## src/rx_buffer_defines.svh

```systemverilog
`ifndef RX_BUFFER_DEFINES_SVH
`define RX_BUFFER_DEFINES_SVH

// register byte offsets
`define RB_A_CTRL        8'h00
`define RB_A_STATUS      8'h04
`define RB_A_FLOOR       8'h08
`define RB_A_BUF_PTR     8'h0c
`define RB_A_BUF_WORDS   8'h10
`define RB_A_DESC_PTR    8'h14
`define RB_A_UPPER       8'h18
`define RB_A_RES_RD      8'h1c
`define RB_A_RES_WR      8'h20
`define RB_A_RING_START  8'h24
`define RB_A_RING_END    8'h28
`define RB_A_STATE       8'h2c

// control bits
`define RB_CTRL_EN       0
`define RB_CTRL_BUS32    1
`define RB_CTRL_ACC_ERR  2
`define RB_CTRL_ACC_RUNT 3
`define RB_CTRL_RD_RING  4

// status bits
`define RB_ST_DESC_EXH   0
`define RB_ST_BUF_EXH    1
`define RB_ST_AREA_EXC   2

// reset values
`define RB_FLOOR_RESET   16'h02f8
`define RB_CTRL_RESET    5'h00

// descriptor field indices
`define RB_DESC_STATUS   3'h0
`define RB_DESC_COUNT    3'h1
`define RB_DESC_PTR0     3'h2
`define RB_DESC_PTR1     3'h3
`define RB_DESC_SEQ      3'h4
`define RB_DESC_LINK     3'h5
`define RB_DESC_OWNER    3'h6
`define RB_RES_LAST      2'h3

// smallest legal frame in bytes
`define RB_RUNT_BYTES    16'h0040

`endif

```

## src/rx_buffer_pkg.sv

```systemverilog
package rx_buffer_pkg;

   typedef enum logic [3:0] {
      ST_IDLE,
      ST_LINK_RECHECK,
      ST_OWNER_RELEASE,
      ST_DATA,
      ST_DRAIN,
      ST_DESC_WRITE,
      ST_LINK_READ,
      ST_OWNER_CLEAR,
      ST_RES_WAIT,
      ST_RES_READ
   } state_t;

   typedef struct packed {
      logic        we;
      logic        lock;
      logic [31:0] addr;
      logic [31:0] wdata;
   } mem_req_t;

endpackage

```

## src/rx_buffer_resource_manager.sv

```systemverilog
`include "rx_buffer_defines.svh"

// Overview of operation
// - a packet starts in a fresh buffer once remaining words drop below the floor
// - floor count resets to 760 words
// - in 32-bit mode the floor's lsb is forced low for comparison
// - a packet always lies contiguously inside one buffer area
// - stored list end at reception start: re-read link, stop if still set
// - data written from current buffer address; words decrement per word written
// - accepted packet: write five status words, then read the link field
// - list end seen: keep link address, flag descriptors exhausted, owner untouched
// - link open: advance descriptor pointer and clear finished owner field
// - the seven-word descriptor is one locked block access
// - after acceptance, below floor remaining words trigger a resource fetch
// - rejected runt or error packets restore buffer pointers
// - saved pointer and word copies are reloaded on rejection
// - on overflow, DMA halts and nothing is written outside given resources
// - after exhaustion, next reception re-reads link and follows appended list
// - owner kept while exhausted, released by writing zero once appended
// - buffer exhausted flag set when read pointer meets write pointer
// - software refills ring and clears flag; device re-reads ring after clear
// - overrun truncates, flags area exceeded, fetches new buffer, no descriptor
// - link lsb is the list end flag, other bits the next address
// - resource descriptor: four words in one block, pointer then count
module rx_buffer_resource_manager (
   input  wire logic                      i_mclk,
   input  wire logic                      i_resetn,
   input  wire logic                      i_psel,
   input  wire logic                      i_penable,
   input  wire logic                      i_pwrite,
   input  wire logic [7:0]                i_paddr,
   input  wire logic [31:0]               i_pwdata,
   output logic      [31:0]               o_prdata,
   output logic                           o_pready,
   output logic                           o_pslverr,
   input  wire logic                      i_rx_valid,
   input  wire logic [31:0]               i_rx_data,
   input  wire logic                      i_rx_last,
   input  wire logic                      i_rx_error,
   output logic                           o_rx_ready,
   output logic                           o_mem_req,
   output rx_buffer_pkg::mem_req_t        o_mem,
   input  wire logic                      i_mem_ack,
   input  wire logic [31:0]               i_mem_rdata
);

   rx_buffer_pkg::state_t state;
   logic [4:0]  ctrl;
   logic [2:0]  flags;
   logic [15:0] floor;
   logic [31:0] cur_ptr;
   logic [31:0] remaining;
   logic [31:0] saved_ptr;
   logic [31:0] saved_words;
   logic [15:0] cur_desc;
   logic [15:0] desc_upper;
   logic [15:0] ring_upper;
   logic [15:0] resource_read_pointer;
   logic [15:0] resource_write_pointer;
   logic [15:0] ring_start;
   logic [15:0] ring_end;
   logic [15:0] link_hold;
   logic        eol_stored;
   logic [2:0]  idx;
   logic [15:0] bytes;
   logic        last_held;
   logic        err_held;
   logic        trunc;
   logic        cmd;
   logic [7:0]  rba_seq;
   logic [7:0]  pkt_seq;

   wire        bus32      = ctrl[`RB_CTRL_BUS32];
   wire [15:0] floor_eff  = bus32 ? {floor[15:1], 1'b0} : floor;
   wire [15:0] step       = bus32 ? 16'h0004 : 16'h0002;
   wire [31:0] step32     = {16'h0000, step};
   wire [31:0] wpb        = bus32 ? 32'h0000_0002 : 32'h0000_0001;
   wire [15:0] idx_off    = bus32 ? {11'h000, idx, 2'b00} : {12'h000, idx, 1'b0};
   wire [15:0] bytes_next = bytes + (bus32 ? 16'h0004 : 16'h0002);
   wire        mem_done   = o_mem_req & i_mem_ack;
   wire        beat_take  = i_rx_valid & o_rx_ready;
   wire        no_room    = remaining < wpb;
   wire        below      = remaining < {16'h0000, floor_eff};
   wire        runt_next  = bytes_next < `RB_RUNT_BYTES;
   wire        runt_now   = bytes < `RB_RUNT_BYTES;
   wire        reject     = (err_held & ~ctrl[`RB_CTRL_ACC_ERR])
                          | (runt_next & ~ctrl[`RB_CTRL_ACC_RUNT]);
   wire        link_eol   = i_mem_rdata[0];
   wire [15:0] next_rrp_raw = resource_read_pointer + {step[13:0], 2'b00};
   wire [15:0] next_rrp   = (next_rrp_raw == ring_end) ? ring_start : next_rrp_raw;

   // apb decode
   wire        apb_setup  = i_psel & ~i_penable;
   wire        apb_wr     = i_psel & i_penable & o_pready & i_pwrite;
   wire        hit        = (i_paddr <= `RB_A_STATE) && (i_paddr[1:0] == 2'b00);
   wire [2:0]  w1c        = (apb_wr && i_paddr == `RB_A_STATUS) ? i_pwdata[2:0] : 3'h0;
   wire [31:0] rd_mux =
        (i_paddr == `RB_A_CTRL)       ? {27'h0, ctrl} :
        (i_paddr == `RB_A_STATUS)     ? {29'h0, flags} :
        (i_paddr == `RB_A_FLOOR)      ? {16'h0, floor_eff} :
        (i_paddr == `RB_A_BUF_PTR)    ? cur_ptr :
        (i_paddr == `RB_A_BUF_WORDS)  ? remaining :
        (i_paddr == `RB_A_DESC_PTR)   ? {15'h0, eol_stored, cur_desc} :
        (i_paddr == `RB_A_UPPER)      ? {ring_upper, desc_upper} :
        (i_paddr == `RB_A_RES_RD)     ? {16'h0, resource_read_pointer} :
        (i_paddr == `RB_A_RES_WR)     ? {16'h0, resource_write_pointer} :
        (i_paddr == `RB_A_RING_START) ? {16'h0, ring_start} :
        (i_paddr == `RB_A_RING_END)   ? {16'h0, ring_end} :
        (i_paddr == `RB_A_STATE)      ? {12'h0, 4'(state), rba_seq, pkt_seq} :
        32'h0000_0000;

   // hardware-set events; a set in the same cycle as a clear wins
   wire set_desc = (state == rx_buffer_pkg::ST_LINK_READ) & mem_done & link_eol;
   wire set_buf  = (state == rx_buffer_pkg::ST_RES_READ) & mem_done
                 & (idx[1:0] == `RB_RES_LAST) & (next_rrp == resource_write_pointer);
   wire set_area = (state == rx_buffer_pkg::ST_DATA) & beat_take & no_room;
   wire [2:0] set_vec = {set_area, set_buf, set_desc};

   // memory walk request selection
   wire walk_desc = (state == rx_buffer_pkg::ST_DESC_WRITE)
                  | (state == rx_buffer_pkg::ST_LINK_READ)
                  | (state == rx_buffer_pkg::ST_OWNER_CLEAR);
   wire walk_res  = state == rx_buffer_pkg::ST_RES_READ;
   wire walk_one  = (state == rx_buffer_pkg::ST_LINK_RECHECK)
                  | (state == rx_buffer_pkg::ST_OWNER_RELEASE);
   wire walk      = walk_desc | walk_res | walk_one;
   wire iss_we    = (state == rx_buffer_pkg::ST_DESC_WRITE)
                  | (state == rx_buffer_pkg::ST_OWNER_CLEAR)
                  | (state == rx_buffer_pkg::ST_OWNER_RELEASE);
   wire [15:0] one_lo = (state == rx_buffer_pkg::ST_OWNER_RELEASE) ? link_hold + step : link_hold;
   wire [31:0] iss_addr =
        walk_desc ? {desc_upper, cur_desc + idx_off} :
        walk_res  ? {ring_upper, resource_read_pointer + idx_off} :
        {desc_upper, one_lo};
   wire [15:0] desc_word =
        (idx == `RB_DESC_STATUS) ? {13'h0, runt_now, err_held, ~err_held} :
        (idx == `RB_DESC_COUNT)  ? bytes :
        (idx == `RB_DESC_PTR0)   ? saved_ptr[15:0] :
        (idx == `RB_DESC_PTR1)   ? saved_ptr[31:16] :
        (idx == `RB_DESC_SEQ)    ? {rba_seq, pkt_seq} :
        16'h0000;
   wire [31:0] iss_wdata = {16'h0000, desc_word};

   always_ff @(posedge i_mclk or negedge i_resetn)
   begin
      if (!i_resetn)
      begin
         o_prdata    <= 32'h0000_0000;
         o_pready    <= 1'b0;
         o_pslverr   <= 1'b0;
         o_rx_ready  <= 1'b0;
         o_mem_req   <= 1'b0;
         o_mem       <= '0;
         state       <= rx_buffer_pkg::ST_IDLE;
         ctrl        <= `RB_CTRL_RESET;
         flags       <= 3'h0;
         floor       <= `RB_FLOOR_RESET;
         cur_ptr     <= 32'h0000_0000;
         remaining   <= 32'h0000_0000;
         saved_ptr   <= 32'h0000_0000;
         saved_words <= 32'h0000_0000;
         cur_desc    <= 16'h0000;
         desc_upper  <= 16'h0000;
         ring_upper  <= 16'h0000;
         resource_read_pointer         <= 16'h0000;
         resource_write_pointer         <= 16'h0000;
         ring_start  <= 16'h0000;
         ring_end    <= 16'h0000;
         link_hold   <= 16'h0000;
         eol_stored  <= 1'b0;
         idx         <= 3'h0;
         bytes       <= 16'h0000;
         last_held   <= 1'b0;
         err_held    <= 1'b0;
         trunc       <= 1'b0;
         cmd         <= 1'b0;
         rba_seq     <= 8'h00;
         pkt_seq     <= 8'h00;
      end
      else
      begin
         o_pready  <= apb_setup;
         o_pslverr <= apb_setup & ~hit;
         if (apb_setup)
            o_prdata <= rd_mux;
         flags <= (flags & ~w1c) | set_vec;
         if (apb_wr)
         begin
            case (i_paddr)
               `RB_A_CTRL:       ctrl <= i_pwdata[4:0];
               `RB_A_FLOOR:      floor <= i_pwdata[15:0];
               `RB_A_BUF_PTR:    cur_ptr <= i_pwdata;
               `RB_A_BUF_WORDS:  remaining <= i_pwdata;
               `RB_A_UPPER:      {ring_upper, desc_upper} <= i_pwdata;
               `RB_A_RES_RD:     resource_read_pointer <= i_pwdata[15:0];
               `RB_A_RES_WR:     resource_write_pointer <= i_pwdata[15:0];
               `RB_A_RING_START: ring_start <= i_pwdata[15:0];
               `RB_A_RING_END:   ring_end <= i_pwdata[15:0];
               `RB_A_DESC_PTR:
               begin
                  cur_desc   <= {i_pwdata[15:1], 1'b0};
                  eol_stored <= 1'b0;
               end
               default: ;
            endcase
         end
         if (mem_done)
            o_mem_req <= 1'b0;
         // one idle cycle between walk accesses keeps issue logic simple
         if (walk && !o_mem_req)
         begin
            o_mem_req <= 1'b1;
            o_mem     <= '{iss_we, walk_desc | walk_res, iss_addr, iss_wdata};
         end
         case (state)
            rx_buffer_pkg::ST_IDLE:
            begin
               if (ctrl[`RB_CTRL_RD_RING])
               begin
                  cmd   <= 1'b1;
                  state <= rx_buffer_pkg::ST_RES_WAIT;
               end
               else if (ctrl[`RB_CTRL_EN] && i_rx_valid && eol_stored)
                  state <= rx_buffer_pkg::ST_LINK_RECHECK;
               else if (ctrl[`RB_CTRL_EN] && i_rx_valid)
               begin
                  saved_ptr   <= cur_ptr;
                  saved_words <= remaining;
                  bytes       <= 16'h0000;
                  err_held    <= 1'b0;
                  trunc       <= 1'b0;
                  o_rx_ready  <= 1'b1;
                  state       <= rx_buffer_pkg::ST_DATA;
               end
            end
            rx_buffer_pkg::ST_LINK_RECHECK:
            begin
               if (mem_done && link_eol)
               begin
                  o_rx_ready <= 1'b1;
                  trunc      <= 1'b0; // stale overrun must not start a fetch
                  state      <= rx_buffer_pkg::ST_DRAIN;
               end
               else if (mem_done)
               begin
                  cur_desc   <= {i_mem_rdata[15:1], 1'b0};
                  eol_stored <= 1'b0;
                  idx        <= `RB_DESC_OWNER;
                  state      <= rx_buffer_pkg::ST_OWNER_RELEASE;
               end
            end
            rx_buffer_pkg::ST_OWNER_RELEASE:
            begin
               if (mem_done)
               begin
                  saved_ptr   <= cur_ptr;
                  saved_words <= remaining;
                  bytes       <= 16'h0000;
                  err_held    <= 1'b0;
                  trunc       <= 1'b0;
                  o_rx_ready  <= 1'b1;
                  state       <= rx_buffer_pkg::ST_DATA;
               end
            end
            rx_buffer_pkg::ST_DATA:
            begin
               if (beat_take)
               begin
                  o_rx_ready <= 1'b0;
                  last_held  <= i_rx_last;
                  err_held   <= err_held | i_rx_error;
                  if (no_room)
                  begin
                     trunc      <= 1'b1;
                     o_rx_ready <= ~i_rx_last;
                     state      <= i_rx_last ? rx_buffer_pkg::ST_RES_WAIT
                                             : rx_buffer_pkg::ST_DRAIN;
                  end
                  else
                  begin
                     o_mem_req <= 1'b1;
                     o_mem     <= '{1'b1, 1'b0, cur_ptr, i_rx_data};
                  end
               end
               if (mem_done)
               begin
                  cur_ptr   <= cur_ptr + step32;
                  remaining <= remaining - wpb;
                  bytes     <= bytes_next;
                  if (!last_held)
                     o_rx_ready <= 1'b1;
                  else if (reject)
                  begin
                     cur_ptr   <= saved_ptr;
                     remaining <= saved_words;
                     state     <= rx_buffer_pkg::ST_IDLE;
                  end
                  else
                  begin
                     idx   <= `RB_DESC_STATUS;
                     state <= rx_buffer_pkg::ST_DESC_WRITE;
                  end
               end
            end
            rx_buffer_pkg::ST_DRAIN:
            begin
               // frame is consumed and dropped; memory stays untouched
               if (beat_take && i_rx_last)
               begin
                  o_rx_ready <= 1'b0;
                  state      <= trunc ? rx_buffer_pkg::ST_RES_WAIT : rx_buffer_pkg::ST_IDLE;
               end
            end
            rx_buffer_pkg::ST_DESC_WRITE:
            begin
               if (mem_done)
               begin
                  idx <= idx + 3'h1;
                  if (idx == `RB_DESC_SEQ)
                     state <= rx_buffer_pkg::ST_LINK_READ;
               end
            end
            rx_buffer_pkg::ST_LINK_READ:
            begin
               if (mem_done && link_eol)
               begin
                  link_hold  <= iss_addr[15:0];
                  eol_stored <= 1'b1;
                  idx        <= 3'h0;
                  pkt_seq    <= pkt_seq + 8'h01;
                  state      <= below ? rx_buffer_pkg::ST_RES_WAIT
                                      : rx_buffer_pkg::ST_IDLE;
               end
               else if (mem_done)
               begin
                  link_hold <= {i_mem_rdata[15:1], 1'b0};
                  idx       <= `RB_DESC_OWNER;
                  state     <= rx_buffer_pkg::ST_OWNER_CLEAR;
               end
            end
            rx_buffer_pkg::ST_OWNER_CLEAR:
            begin
               if (mem_done)
               begin
                  cur_desc <= link_hold;
                  idx      <= 3'h0;
                  pkt_seq  <= pkt_seq + 8'h01;
                  state    <= below ? rx_buffer_pkg::ST_RES_WAIT
                                    : rx_buffer_pkg::ST_IDLE;
               end
            end
            rx_buffer_pkg::ST_RES_WAIT:
            begin
               if (!flags[`RB_ST_BUF_EXH])
               begin
                  idx   <= 3'h0;
                  state <= rx_buffer_pkg::ST_RES_READ;
               end
            end
            rx_buffer_pkg::ST_RES_READ:
            begin
               if (mem_done)
               begin
                  idx <= idx + 3'h1;
                  case (idx[1:0])
                     2'h0:    cur_ptr[15:0]    <= i_mem_rdata[15:0];
                     2'h1:    cur_ptr[31:16]   <= i_mem_rdata[15:0];
                     2'h2:    remaining[15:0]  <= i_mem_rdata[15:0];
                     default: remaining[31:16] <= i_mem_rdata[15:0];
                  endcase
                  if (idx[1:0] == `RB_RES_LAST)
                  begin
                     resource_read_pointer  <= next_rrp;
                     idx  <= 3'h0;
                     cmd  <= 1'b0;
                     ctrl[`RB_CTRL_RD_RING] <= 1'b0;
                     if (!cmd)
                     begin
                        rba_seq <= rba_seq + 8'h01;
                        pkt_seq <= 8'h00;
                     end
                     state <= rx_buffer_pkg::ST_IDLE;
                  end
               end
            end
            default: state <= rx_buffer_pkg::ST_IDLE;
         endcase
      end
   end
endmodule

```

## config.mk

```make
export PLATFORM = sky130hd
export DESIGN_NAME = rx_buffer_resource_manager
export DESIGN_NICKNAME = d
export VERILOG_FILES = /design/src/rx_buffer_pkg.sv /design/src/rx_buffer_resource_manager.sv
export VERILOG_INCLUDE_DIRS = /design/src
export SDC_FILE = /design/constraint.sdc
export NUM_CORES = 1
export LEC_CHECK = 0
export BUFFER_PORTS_ARGS = -buffer_cell sky130_fd_sc_hd__buf_2
export CORE_ASPECT_RATIO = 1.75
export CORE_MARGIN = 1
export CORE_UTILIZATION = 25
export CTS_BUF_LIST = sky130_fd_sc_hd__clkbuf_8
export DETAILED_ROUTE_END_ITERATION = 8
export MAX_ROUTING_LAYER = met4
export PLACE_DENSITY = 0.4
export SLEW_MARGIN = 20
export SYNTH_ARGS = -nofsm -noshare
export SYNTH_HDL_FRONTEND = slang
export SYNTH_SLANG_ARGS = --single-unit
```

## constraint.sdc

```tcl
create_clock -name i_mclk -period 3.6 [get_ports i_mclk]
set_input_delay 0.54 -clock i_mclk [delete_from_list [all_inputs] [get_ports i_mclk]]
set_output_delay 0.54 -clock i_mclk [all_outputs]
set_load 0.1 [all_outputs]
```

# --- After elaboration in Yosys (flattened, before gate mapping) ---
# Cells that the tools add are included.
word_totals:
  in_bits: 113
  out_inout_bits: 102
  register_bits: 426
classes:
  n_reduce_logical: 40
  mux: 160
  n_eq_ne: 53
  n_addsub: 10
  magnitude_cmp: 5
  bitwise_logic: 35
ops:
  columns: ["operator", "n"]
  rows:
  - ["2-to-1 mux 32 bit", 29]
  - ["2-to-1 mux 16 bit", 28]
  - ["2-to-1 mux 66 bit", 4]
  - ["case mux 32 bit (2 select lines)", 4]
  - ["2-to-1 mux 20 bit", 5]
  - ["2-to-1 mux 4 bit", 22]
  - ["adder 16 x 5 -> 16 bit", 3]
  - ["case mux 16 bit (3 select lines)", 1]
  - ["2-to-1 mux 3 bit", 14]
  - ["2-to-1 mux 8 bit", 5]
  - ["case mux 4 bit (10 select lines)", 1]
  - ["2-to-1 mux 1 bit", 35]
  - ["!= test 2 bit, second input constant", 17]
  - ["adder 16 x 3 -> 16 bit", 2]
  - ["adder 32 x 3 -> 32 bit", 1]
  - ["equality test 16 bit", 2]
  - ["equality test 8 x 5 -> 1 bit, second input constant", 4]
  - ["equality test 8 x 6 -> 1 bit, second input constant", 4]
  - ["< comparator 16 x 7 -> 1 bit, second input constant", 2]
  - ["< comparator 32 x 16 -> 1 bit", 1]
  - ["< comparator 32 x 2 -> 1 bit", 1]
  - ["case mux 16 bit (2 select lines)", 1]
  - ["subtractor 32 x 2 -> 32 bit", 1]
  - ["case mux 8 bit (3 select lines)", 1]
  - ["other kinds (50)", 115]

# --- Depth between registers and ports, before layout ---
# Gate-level depths: netlist of the first run.
logic_depth:
  depth_word: 13
  mapped_depth: 17
  depth_no_buf: 15

# --- Least setup slack after synthesis of the first run ---
# OpenSTA, ideal clock, no wires.
synth_timing:
  path_type: "flip-flop to flip-flop"
  from: "register ctrl[1]"
  to: "register flags[1]"
  required_ns: 3.508
  setup_ns: 0.092
  path_buffers: 1
  setup_slack_ns: -0.239
  path_stages_with_launch: 15
  arrival_time_ns: 3.747
  path_cell_list: "dfrtp_1 -> inv_1 -> ha_1 -> fa_1 -> xor2_1 -> a211oi_1 -> nand4_1 -> a2111oi_2 -> nand4_2 -> nor2_4 -> buf_6 -> mux2i_1 -> xor2_1 -> nand3_1 -> o31ai_2"
synth_between:
  elab_chain_cells: 7
synth_lines:
  columns: ["element", "line", "source"]
  rows:
  - ["from (decl)", "rx_buffer_resource_manager.sv:48", "logic [4:0] ctrl;"]
  - ["from (signal assigned)", "rx_buffer_resource_manager.sv:155", "ctrl <= `RB_CTRL_RESET;"]
  - ["from (signal assigned)", "rx_buffer_resource_manager.sv:190", "`RB_A_CTRL: ctrl <= i_pwdata[4:0];"]
  - ["2-to-1 mux 3 bit *", "rx_buffer_resource_manager.sv:75", "wire [15:0] step = bus32 ? 16'h0004 : 16'h0002;"]
  - ["adder 16 x 5 -> 16 bit *", "rx_buffer_resource_manager.sv:89", "wire [15:0] next_rrp_raw = resource_read_pointer + {step[13:0], 2'b00};"]
  - ["equality test 16 bit", "rx_buffer_resource_manager.sv:90", "wire [15:0] next_rrp = (next_rrp_raw == ring_end) ? ring_start : next_rrp_raw;"]
  - ["2-to-1 mux 16 bit *", "rx_buffer_resource_manager.sv:90", null]
  - ["equality test 16 bit *", "rx_buffer_resource_manager.sv:115", "& (idx[1:0] == `RB_RES_LAST) & (next_rrp == resource_write_pointer);"]
  - ["AND 1 bit *", "rx_buffer_resource_manager.sv:114", "wire set_buf = (state == rx_buffer_pkg::ST_RES_READ) & mem_done"]
  - ["bitwise OR 3 bit *", "rx_buffer_resource_manager.sv:186", "flags <= (flags & ~w1c) | set_vec;"]
  - ["to (signal assigned)", "rx_buffer_resource_manager.sv:186", null]
  - ["to (decl)", "rx_buffer_resource_manager.sv:49", "logic [2:0] flags;"]
# Every way passes the cells marked *; elsewhere a longest branch is shown, timed or not.
# A chain may end at the register's enable or synchronous reset.

# --- Worst setup path after layout of the first run ---
# Ends and elaborated chain as after synthesis.

==> qor.csv, run 1 <==
metric;value;unit
status;complete, no violations;
DRT iter0 DRCs;1728;
CP max stage delay;470;ps
Yosys warnings;0;
Synth Cell Area;0.02534;mm2
antenna violations before repair;9;
Setup crit start kind;flip-flop;
dpl hpwl;99.60;mm
register area share after synthesis;42.00;%
synth-to-layout area growth;23.66;%
worst path cell trace;clkinvlp_4 -> ha_4 -> fa_2 -> xor2_1 -> a211oi_1 -> nand4_1 -> a2111oi_2 -> nand4_2 -> nor2_4 -> mux2i_1 -> xor2_1 -> nand4_1 -> o31ai_2;
Final setup viols;0;
Max-cap violations;0;
post-synth top area cell;dfrtp_1;
final period utilization;96.61;%
clock buffer depth;3;
worst IR drop on VDD;0.0004369;V
Slowest-stage cell, CP;fa_2;
Die ar.;0.1027;mm2
cts bufs inserted;75;
Slew Limit Fails;0;
most common library cells after synthesis;dfrtp_1 (419), nand2_1 (380), a21oi_1 (251);
insertion delay to the later sink of the worst-skew pair;810;ps
Main synth FF type;dfrtp_1;
DRT antenna net count;0;
TritonRoute pass-1 iters;6;
initial core utilization;25.19;%
Worst Path Max Fanout;4;
routability cong.;0.9716;
Max Clk Rate;0.2875;GHz
CTS HTree Levels;3;
P_leak;14.73;nW
Synth async-reset ratio;100.0;%
clock tree sinks;425;
Root Buffer;clkbuf_8;
via count of the first global-routing pass;24420;
via/cell ratio;5.364;
final cell count without fillers;4505;
final hold violation count;0;
GR Overflow Total;0;
Cells after DPL;4320;
Synth cell types;85;
hold crit path type;in -> reg;
Hold Slack;73.79;ps
Post-route DRC;0;
CTS clk-pin slew, worst paths;70;ps
Synth Area per Inst;9.108;um2
first-pass GRT wire length;183.4;mm
crit path DAT;4150;ps
final worst path period need;3478;ps
RSZ-0062 raised after global routing;yes;
nets;3274;
# IOs;215;
layout cells sized above 1;25.10;%
critical path type;reg -> reg;
Die Y;423.2;um
Post-synth EDFFs;0;
core region area;0.1006;mm2
total wire length;129.4;mm
PortBufs;198;
pin count of the biggest net entering global routing;107;
Yosys top cell area share;41.38;%
Post-Syn Nets;2943;
largest cells by area after synthesis;dfrtp_1 (41%), mux2_2 (7.5%), nand2_1 (5.6%);
vias;24170;
Mapped Cells;2782;
Max-slew headroom;33.04;%
crit end category;flip-flop;
top-count cell post-synth;dfrtp_1;
Worst-Margin Slew;994.0;ps
power per cell area;750.7;mW/mm2
# rows;154;
clk_skew;74.98;ps
Synth Register Bits;425;
CTS tree;built;
Crit path required time;4270;ps
gr usage total;25.58;%
Die X;242.7;um
WL per Instance;28.72;um
layout by cell type, fill, tap and decap left out, drive strengths merged, types with 9 or more instances in the layout:
cell type and n:
a22oi 46, nor4 16, o22ai 14, dfrtp 419, nand2 380, a221oi 25, dlygate4sd3 34, o21ai 256
a31oi 31, and2 9, clkinv 14, nand3 76, clkbuf 97, mux2i 106, ha 41, o221ai 29
o211ai 11, xor2 79, a222oi 19, xnor2 78, nor3 44, nand2b 16, nor2 173, a211oi 23
a22o 17, mux2 171, inv 68, and3 27, nand4 35, buf 438, a221o 13, a21oi 253
nor2b 15
final timing paths:
path                            slack [ps]         endpoint  depth (start not counted)    startpoint
worst max-delay path                   120         flags[1]                         13       ctrl[1]
worst min-delay path                    70   ring_upper[12]                          2  i_pwdata[28]
worst min register to register         490     o_prdata[13]                          2  o_prdata[13]
max in group asynchronous             2070  saved_words[25]                          3      i_resetn
min in group asynchronous              330     link_hold[0]                          2      i_resetn
worst max register to register         120         flags[1]                         13       ctrl[1]
metrics by stage:
stage | worst slack, ps | cell area [um2] | total power [mW] | setup TNS [ps] | utilization [%]
2_1_floorplan | 0.05196 | 25370 | 13.96 | 0 | -
4_1_cts | 14.74 | 31110 | 23.48 | 0 | 30.93
3_5_place_dp | -36.04 | 29220 | 18.45 | -54.66 | 29.05
3_3_place_gp | -21.45 | 29220 | 18.32 | -21.45 | 29.05
6_report | 122.1 | 31330 | 23.52 | 0 | 31.15
5_1_grt | -17.13 | 31330 | 24.72 | -22.47 | 31.15
state kept, by name (all words and copies together), names as in the netlist, 8 cells and up:
| register | count |
|---|---|
| pkt_seq | 8 |
| cur_ptr | 32 |
| link_hold | 16 |
| ring_upper | 16 |
| resource_read_pointer | 16 |
| saved_words | 32 |
| ring_end | 16 |
| ring_start | 16 |
| o_prdata | 32 |
| saved_ptr | 32 |
| rba_seq | 8 |
| o_mem | 66 |
| resource_write_pointer | 16 |
| bytes | 15 |
| cur_desc | 16 |
| remaining | 32 |
| floor | 16 |
| desc_upper | 16 |
layout make-up:
class                           instances  area [um2]
Clock buffer                           95        1308
Clock inverter                         40       237.7
Sequential cell                       425       10640
Inverter                               46       176.4
Fill cell                           10740       69250
Multi-Input combinational cell       2091       13780
Timing Repair Buffer                  474        3506
Antenna cell                            8       20.02
Tap cell                             1326        1659
what timing repair did:
action	4_1_cts	5_1_grt
endpoints found under the setup margin	3	40
resized for setup	1	18
buffers inserted	0	6
hold buffers	34	0
endpoints found under the hold margin	86	0
pin swaps	0	1
cloned	0	3
where the power goes:
part | leakage, nW | internal (mW) | switching, mW | total, mW
clock network | 0.878 | 2.47 | 2.37 | 4.84
logic | 8.13 | 3.75 | 7.47 | 11.2
registers | 5.73 | 5.85 | 1.61 | 7.46
total | 14.7 | 12.1 | 11.5 | 23.5
cells by family (layout without fill, tap and decap cells):
group / count (synthesis) / in the layout / share of synthesized area (%)
other: 0 / 8 / 0
AND/OR/NAND/NOR: 820 / 821 / 14.69
multiplexers: 277 / 277 / 11.80
flip-flops: 425 / 425 / 42.00
adder cells (fa/ha/maj): 48 / 48 / 2.578
AO/OA/AOI/OAI: 787 / 787 / 19.05
buffers and inverters: 267 / 655 / 4.365
XOR/XNOR: 158 / 158 / 5.516
per-layer routing:
metal,up-vias,GRT usage [%],share of wire [%]
met5,-,-,0
met4,0,16.61,7.5
met3,314,3.366,4.9
met2,975,43.08,49
met1,12170,28.36,38
li1,10710,-,-
worst max-delay path, delay by kind of cell (launching register included):
| kind | cells | cell delay (ps) |
|---|---|---|
| mux | 1 | 290 |
| xor+xnor | 2 | 430 |
| simple gates | 4 | 770 |
| flops | 1 | 390 |
| compound gates | 3 | 730 |
| fa+ha+maj | 2 | 660 |
| buf+inv | 1 | 130 |
Power figures use the tool's default switching activity.
==> run 2, diff against run 1 <==
--- a/config.mk
+++ b/config.mk
@@ -9,11 +9,11 @@
 export BUFFER_PORTS_ARGS = -buffer_cell sky130_fd_sc_hd__buf_2
 export CORE_ASPECT_RATIO = 1.75
 export CORE_MARGIN = 1
-export CORE_UTILIZATION = 25
+export CORE_UTILIZATION = 50
 export CTS_BUF_LIST = sky130_fd_sc_hd__clkbuf_8
 export DETAILED_ROUTE_END_ITERATION = 8
 export MAX_ROUTING_LAYER = met4
-export PLACE_DENSITY = 0.4
+export PLACE_DENSITY = 0.7
 export SLEW_MARGIN = 20
 export SYNTH_ARGS = -nofsm -noshare
 export SYNTH_HDL_FRONTEND = slang
==> constraint.sdc (replaced) <==
create_clock -name i_mclk -period 3.6 [get_ports i_mclk]
set_input_delay 0.54 -clock i_mclk [delete_from_list [all_inputs] [get_ports i_mclk]]
set_output_delay 0.54 -clock i_mclk [all_outputs]
set_load 0.01 [all_outputs]
==> run 2 against run 1 <==
The run now ends with setup timing left; via count is 1.4% higher; core utilization rose by 28 points; global-route usage rose by 20 points; hold slack better by 13 ps; die area fell by 50%; sequential share of layout area increased by 2.1 points; sequential power about the same; design area is 5.8% lower; first-iteration DRC count increased by 54%; critical endpoint unchanged; largest power group unchanged; highest routed layer unchanged.
==> qor.csv, run 2 (synthesis gave the netlist of run 1 again) <==
metric;value;unit;change
worst IR drop on VDD;0.0003823;V;was 0.0004369 V
Die Y;299.8;um;was 423.2 um
vias;24510;;was 24,170
clk_skew;54.01;ps;was 74.98 ps
dpl hpwl;84.83;mm;was 99.60 mm
gr usage total;45.59;%;was 25.58%
via count of the first global-routing pass;24200;;was 24,420
Cells after DPL;3617;;was 4,320
Hold Slack;86.34;ps;was 73.79 ps
initial core utilization;50.82;%;was 25.19%
layout cells sized above 1;23.98;%;was 25.10%
crit end category;flip-flop;;unchanged
GR Overflow Total;0;;unchanged
Worst Path Max Fanout;6;;was 4
Final setup viols;1;;was 0
via/cell ratio;6.554;;was 5.364
Worst-Margin Slew;1112;ps;was 994.0 ps
Die ar.;0.05162;mm2;was 0.1027 mm2
cts bufs inserted;68;;was 75
Setup crit start kind;flip-flop;;unchanged
commonest non-fill, non-tap cells in the layout;dfrtp_1 (418), nand2_1 (376), a21oi_1 (251);;was dfrtp_1 (418), nand2_1 (376), a21oi_1 (250)
PortBufs;198;;unchanged
final cell count without fillers;3739;;was 4,505
Post-route DRC;0;;unchanged
reg2reg end;flags[1];;unchanged
Max Clk Rate;0.2726;GHz;was 0.2875 GHz
Hold Crit Endpoint;o_mem[18];;was ring_upper[12]
Max-slew headroom;25.74;%;was 33.04%
Most flops, register;o_mem;;unchanged
worst hold stages;3;;was 2
hold crit path type;in -> reg;;unchanged
crit path DAT;4260;ps;was 4150 ps
final period utilization;101.9;%;was 96.61%
final worst path period need;3669;ps;was 3478 ps
synth-to-layout area growth;16.53;%;was 23.66%
flop-to-flop setup slack;-70;ps;was 120 ps
met3 Use GR;10.46;%;was 3.366%
RSZ-0062 raised after global routing;yes;;unchanged
Root Buffer;clkbuf_8;;unchanged
total wire length;113.1;mm;was 129.4 mm
Crit path required time;4190;ps;was 4270 ps
status;complete, but fails checks;;was complete, no violations
first-pass GRT wire length;162.8;mm;was 183.4 mm
CTS HTree Levels;3;;unchanged
TritonRoute pass-1 iters;7;;was 6
clock tree sinks;425;;unchanged
nets;3191;;was 3,274
final hold violation count;0;;unchanged
power per cell area;677.2;mW/mm2;was 750.7 mW/mm2
failing checks;setup timing;;
Slew Limit Fails;0;;unchanged
Die X;172.2;um;was 242.7 um
CTS tree;built;;unchanged
RR Startpoint;ctrl[1];;unchanged
GR Util met2;71.76;%;was 43.08%
antenna violations before repair;2;;was 9
GRT Max-Usage Layer;met2;;unchanged
routability cong.;1.046;;was 0.9716
critical path type;reg -> reg;;unchanged
Max-cap violations;0;;unchanged
P_leak;14.23;nW;was 14.73 nW
HP Start;i_rx_data[18];;was i_pwdata[28]
DRT iter0 DRCs;2662;;was 1,728
max reg flops;66;;unchanged
CTS clk-pin slew, worst paths;70;ps;about the same
reg2reg path depth;14;;was 13
GRT met1 Usage;46.98;%;was 28.36%
insertion delay to the later sink of the worst-skew pair;670;ps;was 810 ps
leading cell type in the layout, fill and taps excluded;dfrtp_1;;unchanged
CP startpoint;ctrl[1];;unchanged
setup ws final;-68.82;ps;was 122.1 ps
core region area;0.04986;mm2;was 0.1006 mm2
# IOs;215;;unchanged
WL per Instance;30.26;um;was 28.72 um
clock buffer depth;3;;unchanged
pin count of the biggest net entering global routing;97;;was 107
Fillers;4476;;was 10,740
# rows;108;;was 154
DRT antenna net count;0;;unchanged
[run 2: area by class of cell]
cell class	instances	area, um2	area share (%)
Multi-Input combinational cell	2090	13860	46.95
Sequential cell	425	10640	36.05
Timing Repair Buffer	399	2720	9.212
Clock buffer	77	1060	3.589
Tap cell	660	825.8	2.797
Clock inverter	40	234.0	0.7924
Inverter	46	176.4	0.5975
Antenna cell	2	5.005	0.01695
[run 2: per-layer routing]
metal | wire [um] | vias up | part of all wire, %
met5 | 0 | - | 0
met4 | 11940 | 0 | 11
met3 | 9302 | 515 | 8.2
met2 | 53810 | 1413 | 48
met1 | 38100 | 12080 | 34
li1 | - | 10500 | -
[run 2: power breakdown]
part	leakage (nW)	switching, mW	internal, mW
Combinational	7.76	5.07	3.33
Sequential	5.73	1.59	5.85
Clock	0.740	2.11	2.05
[run 2: what timing repair did]
| item | in CTS | in global routing |
|---|---|---|
| pin swaps | 0 | 10 |
| hold buffers | 1 | 0 |
| setup buffers | 0 | 2 |
| resized for setup | 2 | 33 |
| endpoints found under the setup margin | 1 | 102 |
| endpoints found under the hold margin | 60 | 0 |
[run 2: stage by stage]
step           area, um2  setup TNS, ps  worst slack [ps]  power (mW)  util (%)
2_1_floorplan      25370              0           0.05196       12.05         -
3_3_place_gp       28030         -292.1            -292.1       15.39     56.21
3_5_place_dp       28030         -306.6            -306.6       15.61     56.21
4_1_cts            29350              0             3.822       19.75     58.86
5_1_grt            29530         -441.0            -178.0       21.01     59.22
6_report           29530         -68.82            -68.82       20.00     59.22
[run 2: worst max path at each step]
| stage | to | slack [ps] |
|---|---|---|
| floorplan | flags[1] | 0.05 |
| global placement | flags[1] | -290 |
| global route | flags[1] | -180 |
| CTS | remaining[14] | 4 |
| detailed placement | flags[1] | -310 |
| finish | flags[1] | -70 |
[run 2: worst max-delay path: stages (launching register included)]
cell and delay, ps:
dfrtp_2 430, buf_4 180, ha_1 300, a21oi_2 110, nor4_4 410, xor2_1 320, xnor2_2 210, nand4_2 200
nor2_4 60, buf_4 190, or4_1 510, a22oi_1 170, buf_4 180, nand4_1 130, o31ai_2 190
==> run 3, diff against run 2 <==
--- a/config.mk
+++ b/config.mk
@@ -7,7 +7,6 @@
 export NUM_CORES = 1
 export LEC_CHECK = 0
 export BUFFER_PORTS_ARGS = -buffer_cell sky130_fd_sc_hd__buf_2
-export CORE_ASPECT_RATIO = 1.75
 export CORE_MARGIN = 1
 export CORE_UTILIZATION = 50
 export CTS_BUF_LIST = sky130_fd_sc_hd__clkbuf_8
==> run 3 against run 2 <==
Critical path depth up 2; core utilization shrank 0.20 points; global-route usage fell by 4.0 points; register-to-register slack better by 130 ps; fmax grew 3.7%; via count increased by 0.27%; design area hardly changed; flip-flop and latch count unchanged; the run now ends clean; first-iteration DRC count is 25% higher; clock skew is 5.1 ps lower.
==> qor.csv, run 3 (synthesis gave the netlist of run 1 again) <==
metric;value;unit;change
status;complete, no violations;;was complete, but fails checks
DP Worst Slack;-41.91;ps;was -306.6 ps
final worst path period need;3538;ps;was 3669 ps
Die Y;227.1;um;was 299.8 um
pin count of the biggest net entering global routing;76;;was 97
placed cell area;0.02780;mm2;was 0.02803 mm2
Hold Slack;38.95;ps;was 86.34 ps
Max Clk Rate;0.2826;GHz;was 0.2726 GHz
vias;24570;;was 24,510
PortBufs;198;;unchanged
crit end category;flip-flop;;unchanged
# IOs;215;;unchanged
Worst Path Max Fanout;6;;unchanged
cts bufs inserted;79;;was 68
Crit path required time;4180;ps;was 4190 ps
Slew Limit Fails;0;;unchanged
post-route cell area;0.02955;mm2;was 0.02953 mm2
CP max stage delay;520;ps;was 510 ps
leading cell type in the layout, fill and taps excluded;dfrtp_1;;unchanged
DRT iter0 DRCs;3327;;was 2,662
power per cell area;696.2;mW/mm2;was 677.2 mW/mm2
synth-to-layout area growth;16.62;%;was 16.53%
Sequential Area;0.01064;mm2;unchanged
Post-route DRC;0;;unchanged
Most flops, register;o_mem;;unchanged
layout cells sized above 1;23.15;%;was 23.98%
GR Overflow Total;0;;unchanged
insertion delay to the later sink of the worst-skew pair;710;ps;was 670 ps
Int Pwr;11.76;mW;was 11.23 mW
Root Buffer;clkbuf_8;;unchanged
clk_skew;48.95;ps;was 54.01 ps
routability cong.;1.043;;was 1.046
CTS tree;built;;unchanged
final cell count without fillers;3747;;was 3,739
crit path DAT;4120;ps;was 4260 ps
antenna violations before repair;6;;was 2
total negative slack;0;ps;was -68.82 ps
RSZ-0062 raised after global routing;yes;;unchanged
CTS clk-pin slew, worst paths;60;ps;was 70 ps
Fillers;4502;;was 4,476
# rows;82;;was 108
via count of the first global-routing pass;23120;;was 24,200
dpl hpwl;76.09;mm;was 84.83 mm
via/cell ratio;6.558;;was 6.554
first-pass GRT wire length;151.7;mm;was 162.8 mm
Die X;227.1;um;was 172.2 um
nets;3169;;was 3,191
most frequent CP cell;buf_4;;unchanged
Slowest-stage cell, CP;or4_1;;unchanged
clock tree sinks;425;;unchanged
worst path cell trace;clkinvlp_4 -> ha_4 -> fa_2 -> buf_4 -> nand3_1 -> xor2_2 -> xnor2_1 -> a21oi_1 -> nand4_2 -> nor2_4 -> buf_12 -> buf_4 -> or4_1 -> a22oi_2 -> nand4_1 -> o31ai_2;;was buf_4 -> ha_1 -> a21oi_2 -> nor4_4 -> xor2_1 -> xnor2_2 -> nand4_2 -> nor2_4 -> buf_4 -> or4_1 -> a22oi_1 -> buf_4 -> nand4_1 -> o31ai_2
gr usage total;41.63;%;was 45.59%
Max-slew headroom;22.92;%;was 25.74%
initial core utilization;50.61;%;was 50.82%
Seq pwr share;35.9;%;was 37.2%
final hold violation count;0;;unchanged
Max-cap violations;0;;unchanged
Sw Share;42.84;%;was 43.83%
Clock Power Share;23.2;%;was 20.8%
Worst-Margin Slew;1152;ps;was 1112 ps
critical path type;reg -> reg;;unchanged
worst IR drop on VDD;0.0006414;V;was 0.0003823 V
TritonRoute pass-1 iters;7;;unchanged
commonest non-fill, non-tap cells in the layout;dfrtp_1 (418), nand2_1 (376), a21oi_1 (251);;unchanged
core region area;0.05007;mm2;was 0.04986 mm2
WL per Instance;27.87;um;was 30.26 um
Switch Pwr;8.812;mW;was 8.764 mW
max reg flops;66;;unchanged
area of the multi-input gates;0.01374;mm2;was 0.01386 mm2
Cells after DPL;3591;;was 3,617
CTS HTree Levels;3;;unchanged
P_leak;14.21;nW;was 14.23 nW
total wire length;104.4;mm;was 113.1 mm
Setup crit start kind;flip-flop;;unchanged
final period utilization;98.28;%;was 101.9%
setup ws final;61.94;ps;was -68.82 ps
Die ar.;0.05158;mm2;was 0.05162 mm2
logic gate share of total power;41.0;%;was 42.0%
clock buffer depth;3;;unchanged
hold crit path type;in -> reg;;unchanged
Util after Layout;59.02;%;was 59.22%
Final setup viols;0;;was 1
DRT antenna net count;0;;unchanged
total power draw;20.57;mW;was 20.00 mW
[run 3: changes by cell type in the layout (fill, tap and decap cells not counted), moves of 5 or more]
cell,change
buf_4,-38
diode_2,+6
mux2i_1,+5
buf_12,+5
inv_1,+6
clkbuf_8,+19
[run 3: area by class of cell]
cell class | count | area share (%)
diodes | 8 | 0.06775
clock buffers | 96 | 4.471
clock inverters | 44 | 0.8680
inverters | 46 | 0.5970
multi-input cells | 2090 | 46.50
flip-flops and latches | 425 | 36.02
well taps | 672 | 2.845
repair buffers | 366 | 8.625
[run 3: final timing paths]
kind | startpoint | end | slack [ps] | cells after the start
max reg2reg | ctrl[1] | flags[1] | 60 | 16
max | ctrl[1] | flags[1] | 60 | 16
max in group asynchronous | i_resetn | cur_desc[9] | 2230 | 3
min | i_rx_data[16] | o_mem[16] | 40 | 3
min reg2reg | o_prdata[8] | o_prdata[8] | 480 | 2
min in group asynchronous | i_resetn | ring_end[6] | 480 | 2
[run 3: per-layer routing]
metal / part of all wire (%) / track usage, % / wire, um / vias up
met5: 0 / - / 0 / -
met1: 40 / 54.97 / 41790 / 12070
met3: 12 / 11.59 / 12530 / 379
li1: - / - / - / 10510
met2: 42 / 57.36 / 43690 / 1618
met4: 6.1 / 22.95 / 6414 / 0
[run 3: power groups by stage]
stage               clock [mW]  combinational, mW  sequential [mW]
floorplan                    0               5.28             6.78
global placement             0               7.96             7.30
detailed placement           0               8.13             7.36
CTS                       4.80               8.17             7.29
global route              5.02               9.11             7.46
finish                    4.77               8.43             7.38
[run 3: critical path: cells and delay by family (launching register included)]
kind / cells / cell delay (ps)
and+or+nand+nor: 5 / 1000
buffers and inverters: 4 / 580
DFF: 1 / 390
adders and majority gates: 2 / 560
xor gates and xnor gates: 2 / 390
AOI/OAI and AO/OA: 3 / 530
[run 3: repair_timing]
item                                    in CTS  in global routing
endpoints found under the hold margin       68                  0
resized for setup                            0                 12
pin swaps                                    1                  1
endpoints found under the setup margin       1                 31
hold buffers                                 1                  0
setup buffers                                2                  4
gates cloned                                 0                  1
